**config.mk**
```make
export PLATFORM = sky130hd
export DESIGN_NAME = mlsc_top
export DESIGN_NICKNAME = d
export VERILOG_FILES = /design/src/design/mlsc_pkg.sv /design/src/design/mlsc_if.sv /design/src/design/mlsc_i2c_slave.sv /design/src/design/mlsc_top.sv
export VERILOG_INCLUDE_DIRS = /design/src /design/src/design
export SDC_FILE = /design/constraint.sdc
export NUM_CORES = 1
export LEC_CHECK = 0
export BUFFER_PORTS_ARGS = -buffer_cell sky130_fd_sc_hd__buf_2
export CAP_MARGIN = 20
export CORE_AREA = 5 5 106 127
export DETAILED_ROUTE_END_ITERATION = 10
export DIE_AREA = 0 0 111 132
export PLACE_DENSITY = 0.8
export SYNTH_ARGS = -nofsm -noshare
export SYNTH_HDL_FRONTEND = slang
export SYNTH_SLANG_ARGS = --single-unit
```
**constraint.sdc**
```tcl
create_clock -name clk_in -period 3 [get_ports clk_in]
set_input_delay 0.75 -clock clk_in [delete_from_list [all_inputs] [get_ports clk_in]]
set_output_delay 0.75 -clock clk_in [all_outputs]
set_load 0.01 [all_outputs]
```
**src/design/mlsc_map.svh**
```systemverilog
// Offsets, field positions, reset values and timing counts of the low-speed control block.
`ifndef MLSC_MAP_SVH
`define MLSC_MAP_SVH

// Clock rate and the least module reset pulse, in its own unit.
`define MLSC_CLK_MHZ 200
`define MLSC_RESET_MIN_NS 1000
`define MLSC_RESET_MIN_CYCLES ((`MLSC_RESET_MIN_NS * `MLSC_CLK_MHZ + 999) / 1000)

// Lane count and the serial device address (the address value is arbitrary).
`define MLSC_LANES 4
`define MLSC_DEV_ADDR 7'h50

// APB register byte addresses.
`define MLSC_APB_CTRL 8'h00
`define MLSC_APB_IRQ_STATUS 8'h04
`define MLSC_APB_IRQ_MASK 8'h08
`define MLSC_APB_LOS_THRESH 8'h0c
`define MLSC_APB_RX_POWER 8'h10
`define MLSC_APB_PIN_STATUS 8'h14

// Interrupt status and mask fields.
`define MLSC_IRQ_RESET_DONE 0
`define MLSC_IRQ_LOS_CHANGE 1
`define MLSC_IRQ_HOST_WRITE 2

// Register reset values.
`define MLSC_LOS_THRESH_RST 8'h10

// Host-side serial byte map.
`define MLSC_HB_STATUS 8'h00
`define MLSC_HB_FLAGS 8'h01
`define MLSC_HB_LOS 8'h02
`define MLSC_HB_TX_CTRL 8'h03
`define MLSC_HB_RXPOW0 8'h04

// Host flag fields, cleared when the flag byte is read.
`define MLSC_HF_RESET_DONE 0
`define MLSC_HF_LOS 1
`define MLSC_HF_FAULT 2

`endif

```
**src/design/mlsc_pkg.sv**
```systemverilog
// Types shared by the low-speed control block.
`default_nettype none

package mlsc_pkg;

	typedef enum logic [2:0] {
		I2C_IDLE,
		I2C_DEV,
		I2C_REG,
		I2C_WR,
		I2C_RD
	} mlsc_i2c_state_e;

	typedef logic [7:0] mlsc_byte_t;

endpackage

`default_nettype wire

```
**src/design/mlsc_if.sv**
```systemverilog
// Byte access channel between the serial slave and the host byte map.
`timescale 1ns/100ps
`default_nettype none

interface mlsc_if;
	logic [7:0] addr;
	logic wr_en;
	logic [7:0] wr_data;
	logic rd_en;
	logic [7:0] rd_data;

	modport link (output addr, output wr_en, output wr_data, output rd_en, input rd_data);
	modport regs (input addr, input wr_en, input wr_data, input rd_en, output rd_data);
endinterface

`default_nettype wire

```
**src/design/mlsc_i2c_slave.sv**
```systemverilog
// Two-wire serial slave that turns host transactions into byte accesses.
`timescale 1ns/100ps
`default_nettype none
`include "mlsc_map.svh"

module mlsc_i2c_slave
	import mlsc_pkg::*;
#(
	parameter logic [6:0] DEVICE_ADDR = `MLSC_DEV_ADDR
) (
	// Clock and reset.
	input wire logic clk_in,
	input wire logic reset_n_in,
	// Serial pins and select.
	input wire logic scl_in,
	input wire logic sda_in,
	input wire logic enable_in,
	output logic sda_low_out,
	// Byte access channel.
	mlsc_if.link bus
);

	logic [1:0] scl_sync_r;
	logic [1:0] sda_sync_r;
	logic scl_d_r;
	logic sda_d_r;
	mlsc_i2c_state_e state_r, state_nxt;
	logic [3:0] cnt_r, cnt_nxt;
	mlsc_byte_t shift_r, shift_nxt;
	mlsc_byte_t ptr_r, ptr_nxt;
	logic ack_r, ack_nxt;
	logic sda_low_r, sda_low_nxt;
	logic wr_en, rd_en;
	wire scl_s;
	wire sda_s;
	wire scl_rise;
	wire scl_fall;
	wire start_seen;
	wire stop_seen;

	// Two-stage synchronisers on both pins, then one delayed copy for edges.
	always_ff @(posedge clk_in or negedge reset_n_in) begin
		if (!reset_n_in) begin
			scl_sync_r <= 2'h3;
			sda_sync_r <= 2'h3;
			scl_d_r <= 1'b1;
			sda_d_r <= 1'b1;
		end else begin
			scl_sync_r <= {scl_sync_r[0], scl_in};
			sda_sync_r <= {sda_sync_r[0], sda_in};
			scl_d_r <= scl_sync_r[1];
			sda_d_r <= sda_sync_r[1];
		end
	end

	// Bus conditions seen on the synchronised pins.
	assign scl_s = scl_sync_r[1];
	assign sda_s = sda_sync_r[1];
	assign scl_rise = scl_s & ~scl_d_r;
	assign scl_fall = ~scl_s & scl_d_r;
	assign start_seen = scl_s & scl_d_r & sda_d_r & ~sda_s;
	assign stop_seen = scl_s & scl_d_r & ~sda_d_r & sda_s;

	// Transaction sequencer: bits are taken on clock rise, driven on clock fall.
	always_comb begin
		state_nxt = state_r;
		cnt_nxt = cnt_r;
		shift_nxt = shift_r;
		ptr_nxt = ptr_r;
		ack_nxt = ack_r;
		sda_low_nxt = sda_low_r;
		wr_en = 1'b0;
		rd_en = 1'b0;
		if (!enable_in || stop_seen) begin
			state_nxt = I2C_IDLE;
			cnt_nxt = 4'h0;
			ack_nxt = 1'b0;
			sda_low_nxt = 1'b0;
		end else if (start_seen) begin
			state_nxt = I2C_DEV;
			cnt_nxt = 4'h0;
			ack_nxt = 1'b0;
			sda_low_nxt = 1'b0;
		end else if (scl_rise && !ack_r && state_r != I2C_IDLE) begin
			if (state_r == I2C_RD) begin
				if (cnt_r == 4'h8) begin
					cnt_nxt = 4'h0;
					if (sda_s) begin
						state_nxt = I2C_IDLE;
					end
				end else begin
					cnt_nxt = cnt_r + 4'h1;
				end
			end else begin
				shift_nxt = {shift_r[6:0], sda_s};
				cnt_nxt = cnt_r + 4'h1;
			end
		end else if (scl_fall && state_r != I2C_IDLE) begin
			if (ack_r || (state_r == I2C_RD && cnt_r == 4'h0)) begin
				ack_nxt = 1'b0;
				sda_low_nxt = 1'b0;
				if (state_r == I2C_RD) begin
					rd_en = 1'b1;
					shift_nxt = bus.rd_data;
					sda_low_nxt = ~bus.rd_data[7];
					ptr_nxt = ptr_r + 8'h01;
				end
			end else if (state_r == I2C_RD) begin
				if (cnt_r < 4'h8) begin
					sda_low_nxt = ~shift_r[6];
					shift_nxt = {shift_r[6:0], 1'b0};
				end else begin
					sda_low_nxt = 1'b0;
				end
			end else if (cnt_r == 4'h8) begin
				cnt_nxt = 4'h0;
				if (state_r == I2C_DEV) begin
					if (shift_r[7:1] == DEVICE_ADDR) begin
						ack_nxt = 1'b1;
						sda_low_nxt = 1'b1;
						state_nxt = shift_r[0] ? I2C_RD : I2C_REG;
					end else begin
						state_nxt = I2C_IDLE;
					end
				end else if (state_r == I2C_REG) begin
					ptr_nxt = shift_r;
					ack_nxt = 1'b1;
					sda_low_nxt = 1'b1;
					state_nxt = I2C_WR;
				end else begin
					wr_en = 1'b1;
					ptr_nxt = ptr_r + 8'h01;
					ack_nxt = 1'b1;
					sda_low_nxt = 1'b1;
				end
			end
		end
	end

	// Sequencer state.
	always_ff @(posedge clk_in or negedge reset_n_in) begin
		if (!reset_n_in) begin
			state_r <= I2C_IDLE;
			cnt_r <= 4'h0;
			shift_r <= 8'h00;
			ptr_r <= 8'h00;
			ack_r <= 1'b0;
			sda_low_r <= 1'b0;
		end else begin
			state_r <= state_nxt;
			cnt_r <= cnt_nxt;
			shift_r <= shift_nxt;
			ptr_r <= ptr_nxt;
			ack_r <= ack_nxt;
			sda_low_r <= sda_low_nxt;
		end
	end

	// Byte channel toward the host byte map.
	assign bus.addr = ptr_r;
	assign bus.wr_data = shift_r;
	assign bus.wr_en = wr_en;
	assign bus.rd_en = rd_en;
	assign sda_low_out = sda_low_r;
endmodule

`default_nettype wire

```
**src/design/mlsc_top.sv**
```systemverilog
// Low-speed management and control logic of a pluggable four-lane optical module.
//
// Design decisions made here: the placing of the registers and register access over APB.
`timescale 1ns/100ps
`default_nettype none
`include "mlsc_map.svh"

module mlsc_top
	import mlsc_pkg::*;
#(
	parameter int unsigned RESET_MIN_CYCLES = `MLSC_RESET_MIN_CYCLES,
	parameter logic [6:0] DEVICE_ADDR = `MLSC_DEV_ADDR
) (
	// Clock and reset.
	input wire logic clk_in,
	input wire logic reset_n_in,
	// APB register port.
	input wire logic psel_in,
	input wire logic penable_in,
	input wire logic pwrite_in,
	input wire logic [7:0] paddr_in,
	input wire logic [31:0] pwdata_in,
	output logic [31:0] prdata_out,
	output logic pready_out,
	output logic pslverr_out,
	output logic irq_out,
	// Host-facing low-speed pins.
	input wire logic module_select_n_in,
	input wire logic scl_in,
	input wire logic sda_in,
	output logic sda_out,
	output logic sda_oe_out,
	input wire logic module_reset_n_in,
	input wire logic low_power_request_in,
	output logic module_present_n_out,
	output logic module_present_n_oe_out,
	output logic interrupt_n_out,
	output logic interrupt_n_oe_out,
	input wire logic tx_disable_in,
	// Optical front end.
	input wire logic [`MLSC_LANES*8-1:0] rx_power_in,
	output logic [`MLSC_LANES-1:0] tx_off_out,
	output logic [`MLSC_LANES-1:0] rx_loss_of_signal_out,
	output logic low_power_out
);

	localparam int LANES = `MLSC_LANES;
	localparam logic [15:0] RST_MIN = 16'(RESET_MIN_CYCLES);

	mlsc_if bus ();
	logic [3:0] pin_sync1_r;
	logic [3:0] pin_sync2_r;
	logic [15:0] rst_cnt_r, rst_cnt_nxt;
	logic init_pending_r;
	logic [2:0] host_flags_r, host_flags_nxt;
	logic int_oe_r;
	logic [LANES-1:0] serial_txdis_r;
	logic [LANES-1:0] tx_off_r;
	logic [LANES-1:0] rx_loss_of_signal_r;
	logic [LANES-1:0] los_now;
	logic low_power_r;
	logic fault_req_r;
	logic [2:0] irq_status_r, irq_status_nxt;
	logic [2:0] irq_mask_r;
	logic irq_r;
	logic [7:0] los_thresh_r;
	logic [31:0] prdata_r;
	logic [1:0] up_cnt_r;
	logic sda_low;
	wire pin_txdis;
	wire pin_lowpow;
	wire pin_reset_low;
	wire pin_selected;
	wire mod_reset_active;
	wire reset_done_pulse;
	wire los_change;
	wire [2:0] host_flag_set;
	wire [2:0] host_flag_clr;
	wire [7:0] host_rd_byte;
	wire apb_setup;
	wire apb_access;
	wire apb_wr;
	wire hit_ctrl, hit_stat, hit_mask, hit_thr, hit_pow, hit_pins;
	wire apb_mapped;
	wire [31:0] apb_rd_word;
	wire [2:0] irq_event;
	wire [2:0] irq_w1c;

	// Pin inputs pass two flip-flops: tx disable, low power, reset, select.
	always_ff @(posedge clk_in or negedge reset_n_in) begin
		if (!reset_n_in) begin
			pin_sync1_r <= 4'hc;
			pin_sync2_r <= 4'hc;
		end else begin
			pin_sync1_r <= {module_select_n_in, module_reset_n_in, low_power_request_in, tx_disable_in};
			pin_sync2_r <= pin_sync1_r;
		end
	end

	// Synchronised pin levels.
	assign pin_txdis = pin_sync2_r[0];
	assign pin_lowpow = pin_sync2_r[1];
	assign pin_reset_low = ~pin_sync2_r[2];
	assign pin_selected = ~pin_sync2_r[3];

	// Reset pulse qualifier: the reset takes hold only after the minimum low time.
	assign rst_cnt_nxt = !pin_reset_low ? 16'h0000 :
		(rst_cnt_r == RST_MIN) ? rst_cnt_r : rst_cnt_r + 16'h0001;
	assign mod_reset_active = (rst_cnt_r == RST_MIN);
	assign reset_done_pulse = init_pending_r & ~mod_reset_active;

	always_ff @(posedge clk_in or negedge reset_n_in) begin
		if (!reset_n_in) begin
			rst_cnt_r <= 16'h0000;
		end else begin
			rst_cnt_r <= rst_cnt_nxt;
		end
	end

	// Init pending is set by power-up and by a module reset, cleared when it ends.
	always_ff @(posedge clk_in or negedge reset_n_in) begin
		if (!reset_n_in) begin
			init_pending_r <= 1'b1;
		end else begin
			init_pending_r <= mod_reset_active;
		end
	end

	// Per-lane loss-of-signal compare against the software threshold.
	genvar g;
	generate
		for (g = 0; g < LANES; g++) begin : g_lane
			assign los_now[g] = rx_power_in[g*8 +: 8] < los_thresh_r;
		end
	endgenerate
	assign los_change = |(los_now & ~rx_loss_of_signal_r);

	// Transmitter, alarm and low-power outputs, registered.
	always_ff @(posedge clk_in or negedge reset_n_in) begin
		if (!reset_n_in) begin
			tx_off_r <= '0;
			rx_loss_of_signal_r <= '0;
			low_power_r <= 1'b0;
		end else begin
			tx_off_r <= {LANES{pin_txdis}} | serial_txdis_r;
			rx_loss_of_signal_r <= los_now;
			low_power_r <= pin_lowpow;
		end
	end

	// Host flags: set wins over the clear made by reading the flag byte.
	assign host_flag_set = {fault_req_r, los_change, reset_done_pulse};
	assign host_flag_clr = (bus.rd_en && bus.addr == `MLSC_HB_FLAGS) ? 3'h7 :
		(mod_reset_active ? 3'h7 : 3'h0);
	assign host_flags_nxt = (host_flags_r & ~host_flag_clr) | host_flag_set;

	always_ff @(posedge clk_in or negedge reset_n_in) begin
		if (!reset_n_in) begin
			host_flags_r <= 3'h0;
			int_oe_r <= 1'b0;
		end else begin
			host_flags_r <= host_flags_nxt;
			int_oe_r <= |host_flags_nxt;
		end
	end

	// Serial transmit-disable setting, returned to default by a module reset.
	always_ff @(posedge clk_in or negedge reset_n_in) begin
		if (!reset_n_in) begin
			serial_txdis_r <= '0;
		end else if (mod_reset_active) begin
			serial_txdis_r <= '0;
		end else if (bus.wr_en && bus.addr == `MLSC_HB_TX_CTRL) begin
			serial_txdis_r <= bus.wr_data[LANES-1:0];
		end
	end

	// Host byte map read selection.
	assign host_rd_byte = (bus.addr == `MLSC_HB_STATUS) ? {7'h00, init_pending_r} :
		(bus.addr == `MLSC_HB_FLAGS) ? {5'h00, host_flags_r} :
		(bus.addr == `MLSC_HB_LOS) ? {4'h0, rx_loss_of_signal_r} :
		(bus.addr == `MLSC_HB_TX_CTRL) ? {4'h0, serial_txdis_r} :
		(bus.addr[7:2] == 6'(`MLSC_HB_RXPOW0 >> 2)) ? rx_power_in[{bus.addr[1:0], 3'b000} +: 8] :
		8'h00;
	assign bus.rd_data = host_rd_byte;

	// Serial slave, enabled only while selected and out of reset.
	mlsc_i2c_slave #(
		.DEVICE_ADDR(DEVICE_ADDR)
	) u_slave (
		.clk_in(clk_in),
		.reset_n_in(reset_n_in),
		.scl_in(scl_in),
		.sda_in(sda_in),
		.enable_in(pin_selected & ~mod_reset_active),
		.sda_low_out(sda_low),
		.bus(bus)
	);

	// APB decode: zero-wait access phase, error on unmapped addresses.
	assign apb_setup = psel_in & ~penable_in;
	assign apb_access = psel_in & penable_in;
	assign apb_wr = apb_access & pwrite_in;
	assign hit_ctrl = (paddr_in == `MLSC_APB_CTRL);
	assign hit_stat = (paddr_in == `MLSC_APB_IRQ_STATUS);
	assign hit_mask = (paddr_in == `MLSC_APB_IRQ_MASK);
	assign hit_thr = (paddr_in == `MLSC_APB_LOS_THRESH);
	assign hit_pow = (paddr_in == `MLSC_APB_RX_POWER);
	assign hit_pins = (paddr_in == `MLSC_APB_PIN_STATUS);
	assign apb_mapped = hit_ctrl | hit_stat | hit_mask | hit_thr | hit_pow | hit_pins;
	assign apb_rd_word = hit_ctrl ? {31'h0, fault_req_r} :
		hit_stat ? {29'h0, irq_status_r} :
		hit_mask ? {29'h0, irq_mask_r} :
		hit_thr ? {24'h000000, los_thresh_r} :
		hit_pow ? rx_power_in :
		hit_pins ? {22'h0, serial_txdis_r, init_pending_r, mod_reset_active, pin_sync2_r} :
		32'h00000000;

	// Read data is captured in the setup cycle and held through the access.
	always_ff @(posedge clk_in or negedge reset_n_in) begin
		if (!reset_n_in) begin
			prdata_r <= 32'h00000000;
		end else if (apb_setup) begin
			prdata_r <= apb_rd_word;
		end
	end

	// Writable APB registers.
	always_ff @(posedge clk_in or negedge reset_n_in) begin
		if (!reset_n_in) begin
			fault_req_r <= 1'b0;
			irq_mask_r <= 3'h0;
			los_thresh_r <= `MLSC_LOS_THRESH_RST;
		end else if (apb_wr) begin
			fault_req_r <= hit_ctrl ? pwdata_in[0] : fault_req_r;
			irq_mask_r <= hit_mask ? pwdata_in[2:0] : irq_mask_r;
			los_thresh_r <= hit_thr ? pwdata_in[7:0] : los_thresh_r;
		end
	end

	// Sticky interrupt status, write one to clear, set wins over clear.
	assign irq_event[`MLSC_IRQ_RESET_DONE] = reset_done_pulse;
	assign irq_event[`MLSC_IRQ_LOS_CHANGE] = los_change;
	assign irq_event[`MLSC_IRQ_HOST_WRITE] = bus.wr_en;
	assign irq_w1c = (apb_wr && hit_stat) ? pwdata_in[2:0] : 3'h0;
	assign irq_status_nxt = (irq_status_r & ~irq_w1c) | irq_event;

	always_ff @(posedge clk_in or negedge reset_n_in) begin
		if (!reset_n_in) begin
			irq_status_r <= 3'h0;
			irq_r <= 1'b0;
		end else begin
			irq_status_r <= irq_status_nxt;
			irq_r <= |(irq_status_nxt & irq_mask_r);
		end
	end

	// Cycles since reset release, saturating, for the power-up check.
	always_ff @(posedge clk_in or negedge reset_n_in) begin
		if (!reset_n_in) begin
			up_cnt_r <= 2'h0;
		end else if (up_cnt_r != 2'h3) begin
			up_cnt_r <= up_cnt_r + 2'h1;
		end
	end

	// Output pins: open-drain lines only ever pull low.
	assign sda_out = 1'b0;
	assign sda_oe_out = sda_low;
	assign interrupt_n_out = 1'b0;
	assign interrupt_n_oe_out = int_oe_r;
	assign module_present_n_out = 1'b0;
	assign module_present_n_oe_out = 1'b1;
	assign tx_off_out = tx_off_r;
	assign rx_loss_of_signal_out = rx_loss_of_signal_r;
	assign low_power_out = low_power_r;
	assign prdata_out = prdata_r;
	assign pready_out = apb_access;
	assign pslverr_out = apb_access & ~apb_mapped;
	assign irq_out = irq_r;
endmodule

`default_nettype wire

```
# Yosys cells after proc, flatten, opt, wreduce, memory -nomap -nowiden
# Cells that the tools add are included.
# Widths: inputs -> output; s select.
op_classes:
  addsub: 3
  mul: 0
  n_div: 0
  magnitude_cmp: 5
  n_eq_ne: 28
  shift: 1
  mux: 86
  bitwise: 41
  n_reduce_logical: 39
ops:
  columns: ["cell", "n"]
  rows:
  - ["$mux 32", 5]
  - ["$mux 8", 18]
  - ["$mux 3", 17]
  - ["$mux 4", 11]
  - ["$lt 8x8->1", 4]
  - ["$mux 1", 32]
  - ["$mux 16", 2]
  - ["$shiftx 32x6->8", 1]
  - ["$add 16x1->16 const B", 1]
  - ["$eq 16x8->1 const B", 1]
  - ["$eq 8x2->1 const B", 2]
  - ["$eq 8x4->1 const B", 2]
  - ["$eq 8x5->1 const B", 2]
  - ["$logic_not 8->1", 2]
  - ["$and 1x1->1", 13]
  - ["$not 1->1", 13]
  - ["$ne 4x1->1 const B", 3]
  - ["$reduce_bool 3->1", 4]
  - ["$reduce_bool 4->1", 3]
  - ["$mux 10", 1]
  - ["$reduce_bool 5->1", 2]
  - ["$and 3x3->3", 3]
  - ["$add 8x1->8 const B", 1]
  - ["$eq 8x1->1 const B", 1]
  - ["34 further kinds", 59]
word_totals:
  ff_bits: 121
  latch_bits: 0
  ramBits: 0
  romBits: 0
  input_bits: 83
  output_inout_bits: 50
  wordCells: 229
  mem_count: 0

# Depth between registers and ports, before layout
# Gate-level depths: netlist of run 1.
depth:
  ltp_word: 14
  depth_mapped: 10
  depth_no_buf: 8

# Cells and area by module
# From an unflattened synthesis of run 1, not the netlist that was laid out.
unflattened:
  cells_unflattened: 644
  hier_area_um2: 6710.2
by_module_without_submodules:
  columns: ["mod", "n_inst", "cells_per_inst", "area_per_inst_um2", "seq_area_each_um2"]
  rows:
  - ["mlsc_top", 1, 450, 4878.4, 2259.7]
  - ["mlsc_i2c_slave", 1, 194, 1831.8, 783.3]

# Worst setup path after synthesis of run 1
# Ideal clock, no wire load.
synth_path:
  kind: "register to register"
  start: "register u_slave.state_r[0]"
  end: "register u_slave.state_r[0]"
  setup_time_ns: 0.082
  arrival_ns: 2.372
  required_time_ns: 2.918
  slack_ns: 0.546
  stages_incl_launch_ff: 9
  path_buffers: 1
  period_less_slack_ns: 2.454
  path_cell_list: "dfrtp_1 buf_2 or3_4 nand3_2 inv_2 ha_1 or4_1 or4_1 a31oi_1"
synth_via:
  elab_chain_len: 9
  word_cells_on_any_way: 23
  classes_between: "eq/ne: 7; mux: 8; reduce/logical: 8"
synth_lines:
  columns: ["element", "line_no", "source"]
  rows:
  - ["from (decl)", "mlsc_i2c_slave.sv:27", "mlsc_i2c_state_e state_r, state_nxt;"]
  - ["from (signal assigned)", "mlsc_i2c_slave.sv:150", "state_r <= state_nxt;"]
  - ["$eq 3x1->1", "mlsc_i2c_slave.sv:117", "if (state_r == I2C_DEV) begin"]
  - ["$mux 3", "mlsc_i2c_slave.sv:117", null]
  - ["$mux 3", "mlsc_i2c_slave.sv:115", "end else if (cnt_r == 4'h8) begin"]
  - ["$mux 3", "mlsc_i2c_slave.sv:108", "end else if (state_r == I2C_RD) begin"]
  - ["$mux 3", "mlsc_i2c_slave.sv:99", "if (ack_r || (state_r == I2C_RD && cnt_r == 4'h0)) begin"]
  - ["$mux 3", "mlsc_i2c_slave.sv:98", "end else if (scl_fall && state_r != I2C_IDLE) begin"]
  - ["$mux 3", "mlsc_i2c_slave.sv:84", "end else if (scl_rise && !ack_r && state_r != I2C_IDLE) begin"]
  - ["$mux 3", "mlsc_i2c_slave.sv:79", "end else if (start_seen) begin"]
  - ["$mux 3", "mlsc_i2c_slave.sv:74", "if (!enable_in || stop_seen) begin"]
# Several ways; a longest one is shown, not always the timed one. The select of a mux whose other input is x is not followed.
# A chain may end at the register's enable or synchronous reset.

# Worst setup path after layout of run 1
layout_path:
  start: "register u_slave.state_r[2]"
  end: "register u_slave.state_r[0]"
# Same word-level chain as after synthesis.

==> results of run 1 <==
## kinds of logic (layout without fill, tap and decap cells)
logic type	after synthesis	in the layout	share of synthesized area (%)
other	2	4	0.114
adder cells (fa/ha/maj)	38	38	7.20
multiplexers	30	30	6.36
buffers and inverters	52	170	3.35
flip-flops	121	121	46.1
AO/OA/AOI/OAI	174	174	17.4
XOR/XNOR	16	16	2.12
AND/OR/NAND/NOR	212	212	17.4
## synth_stat cells, drive strengths merged, types with 12 or more instances
library cell and n:
a21oi 51, dfrtp 109, o21ai 38, nor2 42
a22oi 12, nor3 13, ha 38, nand3 25
a22o 23, clkbuf 15, nand2 58, inv 22
dfstp 12, buf 14, mux2 16
## per-stage QoR
step	std cells	power (uW)	hold WS, ns	area (um^2)
detailed placement	893	2000	0.339	7290
global route	926	4140	0.349	7880
finish	926	4010	0.349	7880
global placement	893	1990	0.334	7290
CTS	925	4020	0.352	7870
floorplan	647	1860	0.331	6610
## report_power, final
| group | total [uW] | switching (uW) | leakage (uW) | internal (uW) |
|---|---|---|---|---|
| clock | 2030 | 821 | 0.000284 | 1210 |
| sequential | 1700 | 29.9 | 0.00155 | 1670 |
| combinational | 282 | 170 | 0.00173 | 111 |
| total | 4010 | 1020 | 0.00357 | 2990 |
## metal layers
layer	wire, um	share of wire (%)	up-vias
met5	0	0	-
met4	612	3.4	0
met3	944	5.3	52
met2	8910	50	230
met1	7350	41	2738
li1	-	-	2596
## how the worst max path moves through the flow
stage	endpoint	slack, ns	depth (start not counted)
final	u_slave.state_r[0]$_DFFE_PN0P_	0.35	7
after global routing	u_slave.state_r[1]$_DFFE_PN0P_	0.22	8
after CTS	u_slave.bus.addr[0]$_DFFE_PN0P_	0.27	6
after detailed placement	irq_out$_DFF_PN0_	0.24	9
after global placement	irq_out$_DFF_PN0_	0.23	9
after floorplan	u_slave.state_r[0]$_DFFE_PN0P_	0.55	8
## cell type report
type,instances,share of cell area [%]
Tap cell,161,2.56
Clock inverter,13,1.67
Clock buffer,19,5.75
Multi-Input combinational cell,474,42.5
Sequential cell,121,38.6
Inverter,23,1.10
Timing Repair Buffer,115,7.84
## critical path, stage by stage (launching register included)
cell and delay, ns:
dfrtp_1 0.46, or3_4 0.44, nand3_2 0.14, inv_2 0.10, ha_1 0.19, or4_1 0.56
or4_1 0.52, a31oi_1 0.17
## registers in the layout, indices dropped and copies added (netlist names), 4 cells and up
name,flops
rst_cnt_r,16
u_slave.bus.wr_data,8
tx_off_out,4
u_slave.bus.addr,8
pin_sync2_r,4
pin_sync1_r,4
prdata_out,32
u_slave.cnt_r,4
los_thresh_r,8
rx_loss_of_signal_out,4
serial_txdis_r,4
## cells in the final DEF, fill, tap and decap left out, types with 12 or more instances in the layout
cell type,synthesis,layout
dfrtp_1,109,109
buf_2,9,103
nand2_1,57,57
a21oi_1,51,51
nor2_1,41,41
ha_1,38,38
nand3_1,24,24
o21ai_1,23,23
a22o_1,23,23
inv_1,18,18
clkbuf_16,0,17
o21ai_0,15,15
nor3_1,12,12
a22oi_1,12,12
mux2_2,12,12
dfstp_2,12,12
==> results_dict.tcl, run 1 <==
set metrics [dict create \
    timing.slew.headroom_pct 53.2 \
    hold_viol_final 0 \
    wl_per_cell_um 19.2 \
    detail_route.first_pass.iterations 5 \
    numCtsBuffers 17 \
    area_growth_pct 19.3 \
    root_buffer "clkbuf_16" \
    rows 44 \
    clock_path_buffers 2 \
    finalSetupViolations 0 \
    cap_violations 0 \
    core_um2 12100 \
    period_minus_slack_ns 2.65 \
    synthCells 645 \
    r2r_start "u_slave.state_r[2]$_DFFE_PN0P_" \
    cp.arrival_ns 2.99 \
    clk_latency_ns 0.42 \
    vias 5616 \
    htreeDepth 4 \
    post-cts-setup-buffers 0 \
    min_path_cells 0 \
    portBuffers 104 \
    use_met2_pct 41.3 \
    peakVddDrop_uv 312 \
    async_flop_share_pct 100 \
    end_kind "register" \
    die_y_um 132 \
    seq_area_um2 3040 \
    yosysTopAreaCellShare_pct 41.3 \
    r2r_slack_ns 0.35 \
    diodes 0 \
    die_w_um 111 \
    post-place-ws_ns 0.245 \
    initial_core_util_pct 54.8 \
    multiInputGateArea_um2 3350 \
    leakagePower_uw 0.00357 \
    clock-sinks 121 \
    yosys_warnings 0 \
    outcome "completed" \
    synth_area_per_cell_um2 10.2 \
    met3_usage_pct 5.88 \
    fill_cells 929 \
    yosys-top-cells-area "dfrtp_1 41%, ha_1 7.2%, dfstp_2 4.8%, a21oi_1 3.9%, nand2_1 3.2%" \
    critPathLaunchType "register" \
    synth-seq-cells 121 \
    hp-class "reg2reg" \
    clk_pin_slew_ns 0.06 \
    r2r-end "u_slave.state_r[0]$_DFFE_PN0P_" \
    slew_viol_final 0 \
    rsz0062_at_grt "false" \
    place_congestion 0.910 \
    routed_via_density 6.06 \
    antenna_left 0 \
    worstHoldStart "pin_sync1_r[1]$_DFF_PN0_" \
    min_to "pin_sync2_r[1]$_DFF_PN0_" \
    hpwl_mm 13.0 \
    grt_first_pass_wirelength_mm 29.6 \
    yosysSeqAreaShare_pct 46.1 \
    fmax_mhz 378 \
    overflow 0 \
    pin_count 133 \
    post-route-drc-count 0 \
    worstSetupPathType "reg2reg" \
    drt-total-wl_mm 17.8 \
    synth_area_um2 6610 \
    hold_buffers 0 \
    synth-edff-count 0 \
    grt_max_degree 56 \
    nets 873 \
    grt-busiest-layer "met2" \
    grt_antenna_before_repair 0 \
    synth_largest_area_cell "dfrtp_1" \
    tightest_slew_ns 0.702 \
    post_cts_resized 0 \
    required_ns 3.35 \
    reg2reg_depth 7 \
    dieArea_um2 14700 \
    tritoncts "built" \
    fin_crit_sh_pct 88.2 \
    drtIter0Drc 384 \
    synth-main-ff-cell "dfrtp_1" \
    critPathLaunch "u_slave.state_r[2]$_DFFE_PN0P_" \
    fin_setup_tns_ns 0 \
    grt_pass1_vias 5680 \
    grt.total_usage_pct 25.1 \
    finish.utilization_pct 65.4 \
    synth.distinct_cells 71 \
    use_met1_pct 31.9 \
    p_per_area_nw_per_um2 508 \
    postLayoutSetupSlackWorst_ns 0.353 \
    layout-drive-gt1-share_pct 26.1 \
    crit_fanout 8 \
    skew_ns 0.00779 \
]
(Power assumes the default switching activity.)
==> inputs of run 2 (changes only) <==
CELL_PAD_IN_SITES_DETAIL_PLACEMENT = 2   (was unset)
CELL_PAD_IN_SITES_GLOBAL_PLACEMENT = 2   (was unset)
CORE_AREA = 5 5 132 159   (was 5 5 106 127)
DIE_AREA = 0 0 137 164   (was 0 0 111 132)
PLACE_DENSITY = unset   (was 0.8)
PLACE_DENSITY_LB_ADDON = 0.1   (was unset)
==> run 2 against run 1 <==
Against the previous run: count of clock-buffer cells in the layout rose by 4; combinational power grew 7.8%; sequential share of layout area is 0.72 points lower; via count grew 0.39%; cell count increased by 11%; fmax fell by 3.3%; power is 0.37% lower; sequential cell count is the same; worst setup slack worse by 0.091 ns; clock power decreased by 2%; die area grew 53%; clock skew rose by 0.0063 ns; largest cell class unchanged.
==> results_dict.tcl, run 2 (same netlist as run 1, synthesis figures left out) <==
set metrics [dict create \
    initial_core_util_pct 34.3 \
    post_cts_resized 0 \
    r2r_start "u_slave.state_r[2]$_DFFE_PN0P_" \
    hpwl_mm 17.1 \
    tritoncts "built" \
    finalSetupViolations 0 \
    pin_count 133 \
    grt_max_degree 49 \
    fin_crit_sh_pct 91.3 \
    peakVddDrop_uv 452 \
    place_congestion 0.849 \
    vias 5638 \
    routed_via_density 5.47 \
    outcome "completed" \
    clock_path_buffers 2 \
    layout_commonest_cell "dfrtp_1" \
    post-cts-setup-buffers 0 \
    numCtsBuffers 17 \
    fin_cells 1030 \
    die_y_um 164 \
    hold_buffers 0 \
    fmax_mhz 365 \
    finish.utilization_pct 41.7 \
    overflow 0 \
    die_w_um 137 \
    root_buffer "clkbuf_16" \
    clk_pin_slew_ns 0.06 \
    detail_route.first_pass.iterations 4 \
    dieArea_um2 22500 \
    grt.total_usage_pct 20.8 \
    clock-sinks 121 \
    critPathLaunchType "register" \
    required_ns 3.31 \
    grt_antenna_before_repair 1 \
    crit_fanout 8 \
    largest_reg_flops 32 \
    skew_ns 0.0141 \
    critical-path-slowest-cell "or4_1" \
    worstSetupPathType "reg2reg" \
    final_cell_mix "109 x dfrtp_1, 103 x buf_2, 57 x nand2_1" \
    cap_violations 0 \
    clk_latency_ns 0.42 \
    place_inst 996 \
    hold_viol_final 0 \
    wl_per_cell_um 21.9 \
    layout-drive-gt1-share_pct 26.0 \
    core_um2 19300 \
    portBuffers 104 \
    worstHoldStart "pin_sync1_r[0]$_DFF_PN0_" \
    antenna_left 0 \
    grt_pass1_vias 6401 \
    cp.arrival_ns 3.04 \
    crit_chain "or3_4 > nand3_2 > inv_2 > ha_1 > or4_1 > a21oi_1 > mux2i_1 > nor2_1" \
    drtIter0Drc 181 \
    timing.slew.headroom_pct 53.6 \
    leakagePower_uw 0.00357 \
    period_minus_slack_ns 2.74 \
    tightest_slew_ns 0.686 \
    drt-total-wl_mm 22.5 \
    rsz0062_at_grt "false" \
    end_kind "register" \
    rows 56 \
    critPathLaunch "u_slave.state_r[2]$_DFFE_PN0P_" \
    htreeDepth 4 \
    grt_first_pass_wirelength_mm 36.0 \
    post-route-drc-count 0 \
    nets 876 \
    slew_viol_final 0 \
    fin_setup_tns_ns 0 \
    r2r_slack_ns 0.26 \
    area_growth_pct 21.6 \
    place_area_um2 7450 \
    fin_area_um2 8030 \
    slowest_delay_ns 0.58 \
    hp-class "reg2reg" \
    p_per_area_nw_per_um2 497 \
]
==> run 2: worst paths after layout <==
check                           depth (start not counted)                              to
worst max-delay path                                    8  u_slave.state_r[1]$_DFFE_PN0P_
worst min-delay path                                    0        pin_sync2_r[0]$_DFF_PN0_
worst max register to register                          8  u_slave.state_r[1]$_DFFE_PN0P_
worst min register to register                          0        pin_sync2_r[0]$_DFF_PN0_
max in group asynchronous                               2     los_thresh_r[4]$_DFFE_PN1P_
min in group asynchronous                               1      prdata_out[22]$_DFFE_PN0P_
==> run 2: routing by layer <==
layer,routed length (um),part of all wire (%),global-route usage [%]
met4,434,1.9,6.22
met5,0,0,0
met1,9550,42,25.3
met2,12000,53,37.3
met3,599,2.7,3.43
==> run 2: through the flow <==
stage	total power, uW	hold slack [ns]	setup WS, ns
2_1_floorplan	1860	0.331	0.546
3_3_place_gp	2010	0.336	0.119
3_5_place_dp	2030	0.342	0.0872
4_1_cts	4050	0.356	0.169
5_1_grt	4160	0.363	0.120
6_report	3990	0.351	0.261
==> run 2: final cells by class <==
| type | count | area, um^2 |
|---|---|---|
| fill | 2081 | 11200 |
| multi-input combinational | 474 | 3350 |
| timing repair buffer | 118 | 653 |
| antenna | 1 | 2.50 |
| sequential | 121 | 3040 |
| clock buffer | 23 | 478 |
| inverter | 23 | 86.3 |
| clock inverter | 9 | 93.8 |
| tap | 261 | 327 |
==> run 2: worst max-delay path: cells and delay by family (launching register included) <==
kind,cells,cell delay [ns]
adder cells (fa/ha/maj),1,0.19
flip-flops,1,0.48
multiplexers,1,0.26
AO/OA/AOI/OAI,1,0.36
buffers and inverters,1,0.11
AND/OR/NAND/NOR,4,1.23
==> run 2: report_power, final <==
group | internal [uW] | total (uW) | switching, uW
Clock | 1210 | 1990 | 778
Combinational | 117 | 304 | 187
Sequential | 1670 | 1700 | 32.9
Total | 2990 | 3990 | 998
==> inputs of run 3 (changes only) <==
CORE_AREA = 2 2 129 156   (was 5 5 132 159)
DIE_AREA = 0 0 131 158   (was 0 0 137 164)
==> run 3 against run 2 <==
Against the previous run: cell count about the same; combinational power down 2%; largest power group unchanged; fmax up 1.3%; clock skew down 0.0011 ns; critical path type unchanged; count of clock-buffer cells in the layout down 6; sequential cell count unchanged; register-to-register slack better by 0.03 ns.
==> results_dict.tcl, run 3 (same netlist as run 1, synthesis figures left out) <==
set metrics [dict create \
    hp-class "in2async" \
    grt_first_pass_wirelength_mm 35.5 \
    clock-sinks 121 \
    diodes 0 \
    crit_fanout 8 \
    layout-drive-gt1-share_pct 26.4 \
    finalSetupViolations 0 \
    tritoncts "built" \
    outcome "completed" \
    layout_commonest_cell "dfrtp_1" \
    grt_antenna_before_repair 0 \
    post_cts_resized 0 \
    cap_violations 0 \
    clock_path_buffers 2 \
    wl_per_cell_um 21.1 \
    overflow 0 \
    vias 5593 \
    dieArea_um2 20700 \
    critPathLaunchType "register" \
    numCtsBuffers 17 \
    post-route-drc-count 0 \
    antenna_left 0 \
    die_y_um 158 \
    peakVddDrop_uv 366 \
    fin_crit_sh_pct 90.2 \
    grt_max_degree 63 \
    hold_buffers 0 \
    period_minus_slack_ns 2.70 \
    rows 56 \
    htreeDepth 4 \
    leakagePower_uw 0.00360 \
    largest_reg_flops 32 \
    skew_ns 0.0130 \
    clk_latency_ns 0.43 \
    end_kind "register" \
    reg2reg_depth 7 \
    area_growth_pct 21.9 \
    timing.slew.headroom_pct 54.3 \
    p_per_area_nw_per_um2 514 \
    nets 876 \
    fin_setup_tns_ns 0 \
    clk_pin_slew_ns 0.07 \
    rsz0062_at_grt "false" \
    post-cts-setup-buffers 0 \
    fmax_mhz 370 \
    tightest_slew_ns 0.677 \
    holdWs_ns 0.252 \
    r2r_start "u_slave.state_r[2]$_DFFE_PN0P_" \
    routed_via_density 5.44 \
    detail_route.first_pass.iterations 4 \
    cp.arrival_ns 3.05 \
    core_um2 19300 \
    drtIter0Drc 190 \
    critPathLaunch "u_slave.state_r[2]$_DFFE_PN0P_" \
    grt_pass1_vias 6265 \
    pin_count 133 \
    initial_core_util_pct 34.3 \
    fill_cells 2063 \
    grt.total_usage_pct 22.6 \
    root_buffer "clkbuf_16" \
    worstSetupPathType "reg2reg" \
    portBuffers 104 \
    required_ns 3.34 \
    die_w_um 131 \
    hold_viol_final 0 \
    hpwl_mm 16.4 \
    place_congestion 0.845 \
    drt-total-wl_mm 21.7 \
    slew_viol_final 0 \
    final_cell_mix "109 x dfrtp_1, 103 x buf_2, 57 x nand2_1" \
]
run 3: metrics by stage:
| step | area [um^2] | power [uW] | util, % | setup WS, ns | std cells |
|---|---|---|---|---|---|
| 2_1_floorplan | 6610 | 1860 | - | 0.546 | 647 |
| 3_3_place_gp | 7440 | 2010 | 38.6 | 0.116 | 996 |
| 3_5_place_dp | 7440 | 2030 | 38.6 | 0.0433 | 996 |
| 4_1_cts | 8040 | 4200 | 41.7 | 0.173 | 1028 |
| 5_1_grt | 8050 | 4300 | 41.8 | 0.160 | 1029 |
| 6_report | 8050 | 4140 | 41.8 | 0.295 | 1029 |
run 3: worst paths after layout:
check	to	slack (ns)
max	u_slave.state_r[0]$_DFFE_PN0P_	0.30
min	prdata_out[29]$_DFFE_PN0P_	0.25
max reg2reg	u_slave.state_r[0]$_DFFE_PN0P_	0.30
min reg2reg	pin_sync2_r[0]$_DFF_PN0_	0.35
max in group asynchronous	pin_sync2_r[3]$_DFF_PN1_	1.92
min in group clk_in	pin_sync2_r[0]$_DFF_PN0_	0.35
run 3: final cells by class:
cell class,instances,area [um^2],area share (%)
tap,261,327,4.06
timing repair buffer,118,641,7.96
clock inverter,15,179,2.22
clock buffer,17,425,5.29
inverter,23,86.3,1.07
multi-input combinational,474,3350,41.6
sequential,121,3040,37.8
run 3: metal layers:
metal  vias to the layer above  part of all wire, %  global-route usage [%]
met4                         0                  1.7                    6.43
met5                         -                    0                       0
li1                       2593                    -                       -
met3                        22                  2.3                    3.68
met1                      2897                   44                    28.9
met2                        81                   52                    39.2
run 3: power breakdown:
| group | internal (uW) | switching [uW] | total [uW] | leakage [uW] |
|---|---|---|---|---|
| Clock | 1260 | 881 | 2140 | 0.000297 |
| Sequential | 1670 | 31.4 | 1700 | 0.00155 |
| Combinational | 114 | 183 | 297 | 0.00175 |
run 3: worst max-delay path: stages, from the launching register on:
cell	delay, ns
dfrtp_1	0.48
or3_4	0.45
nand3_2	0.13
inv_2	0.09
ha_1	0.19
or4_1	0.56
or4_1	0.53
a31oi_1	0.19
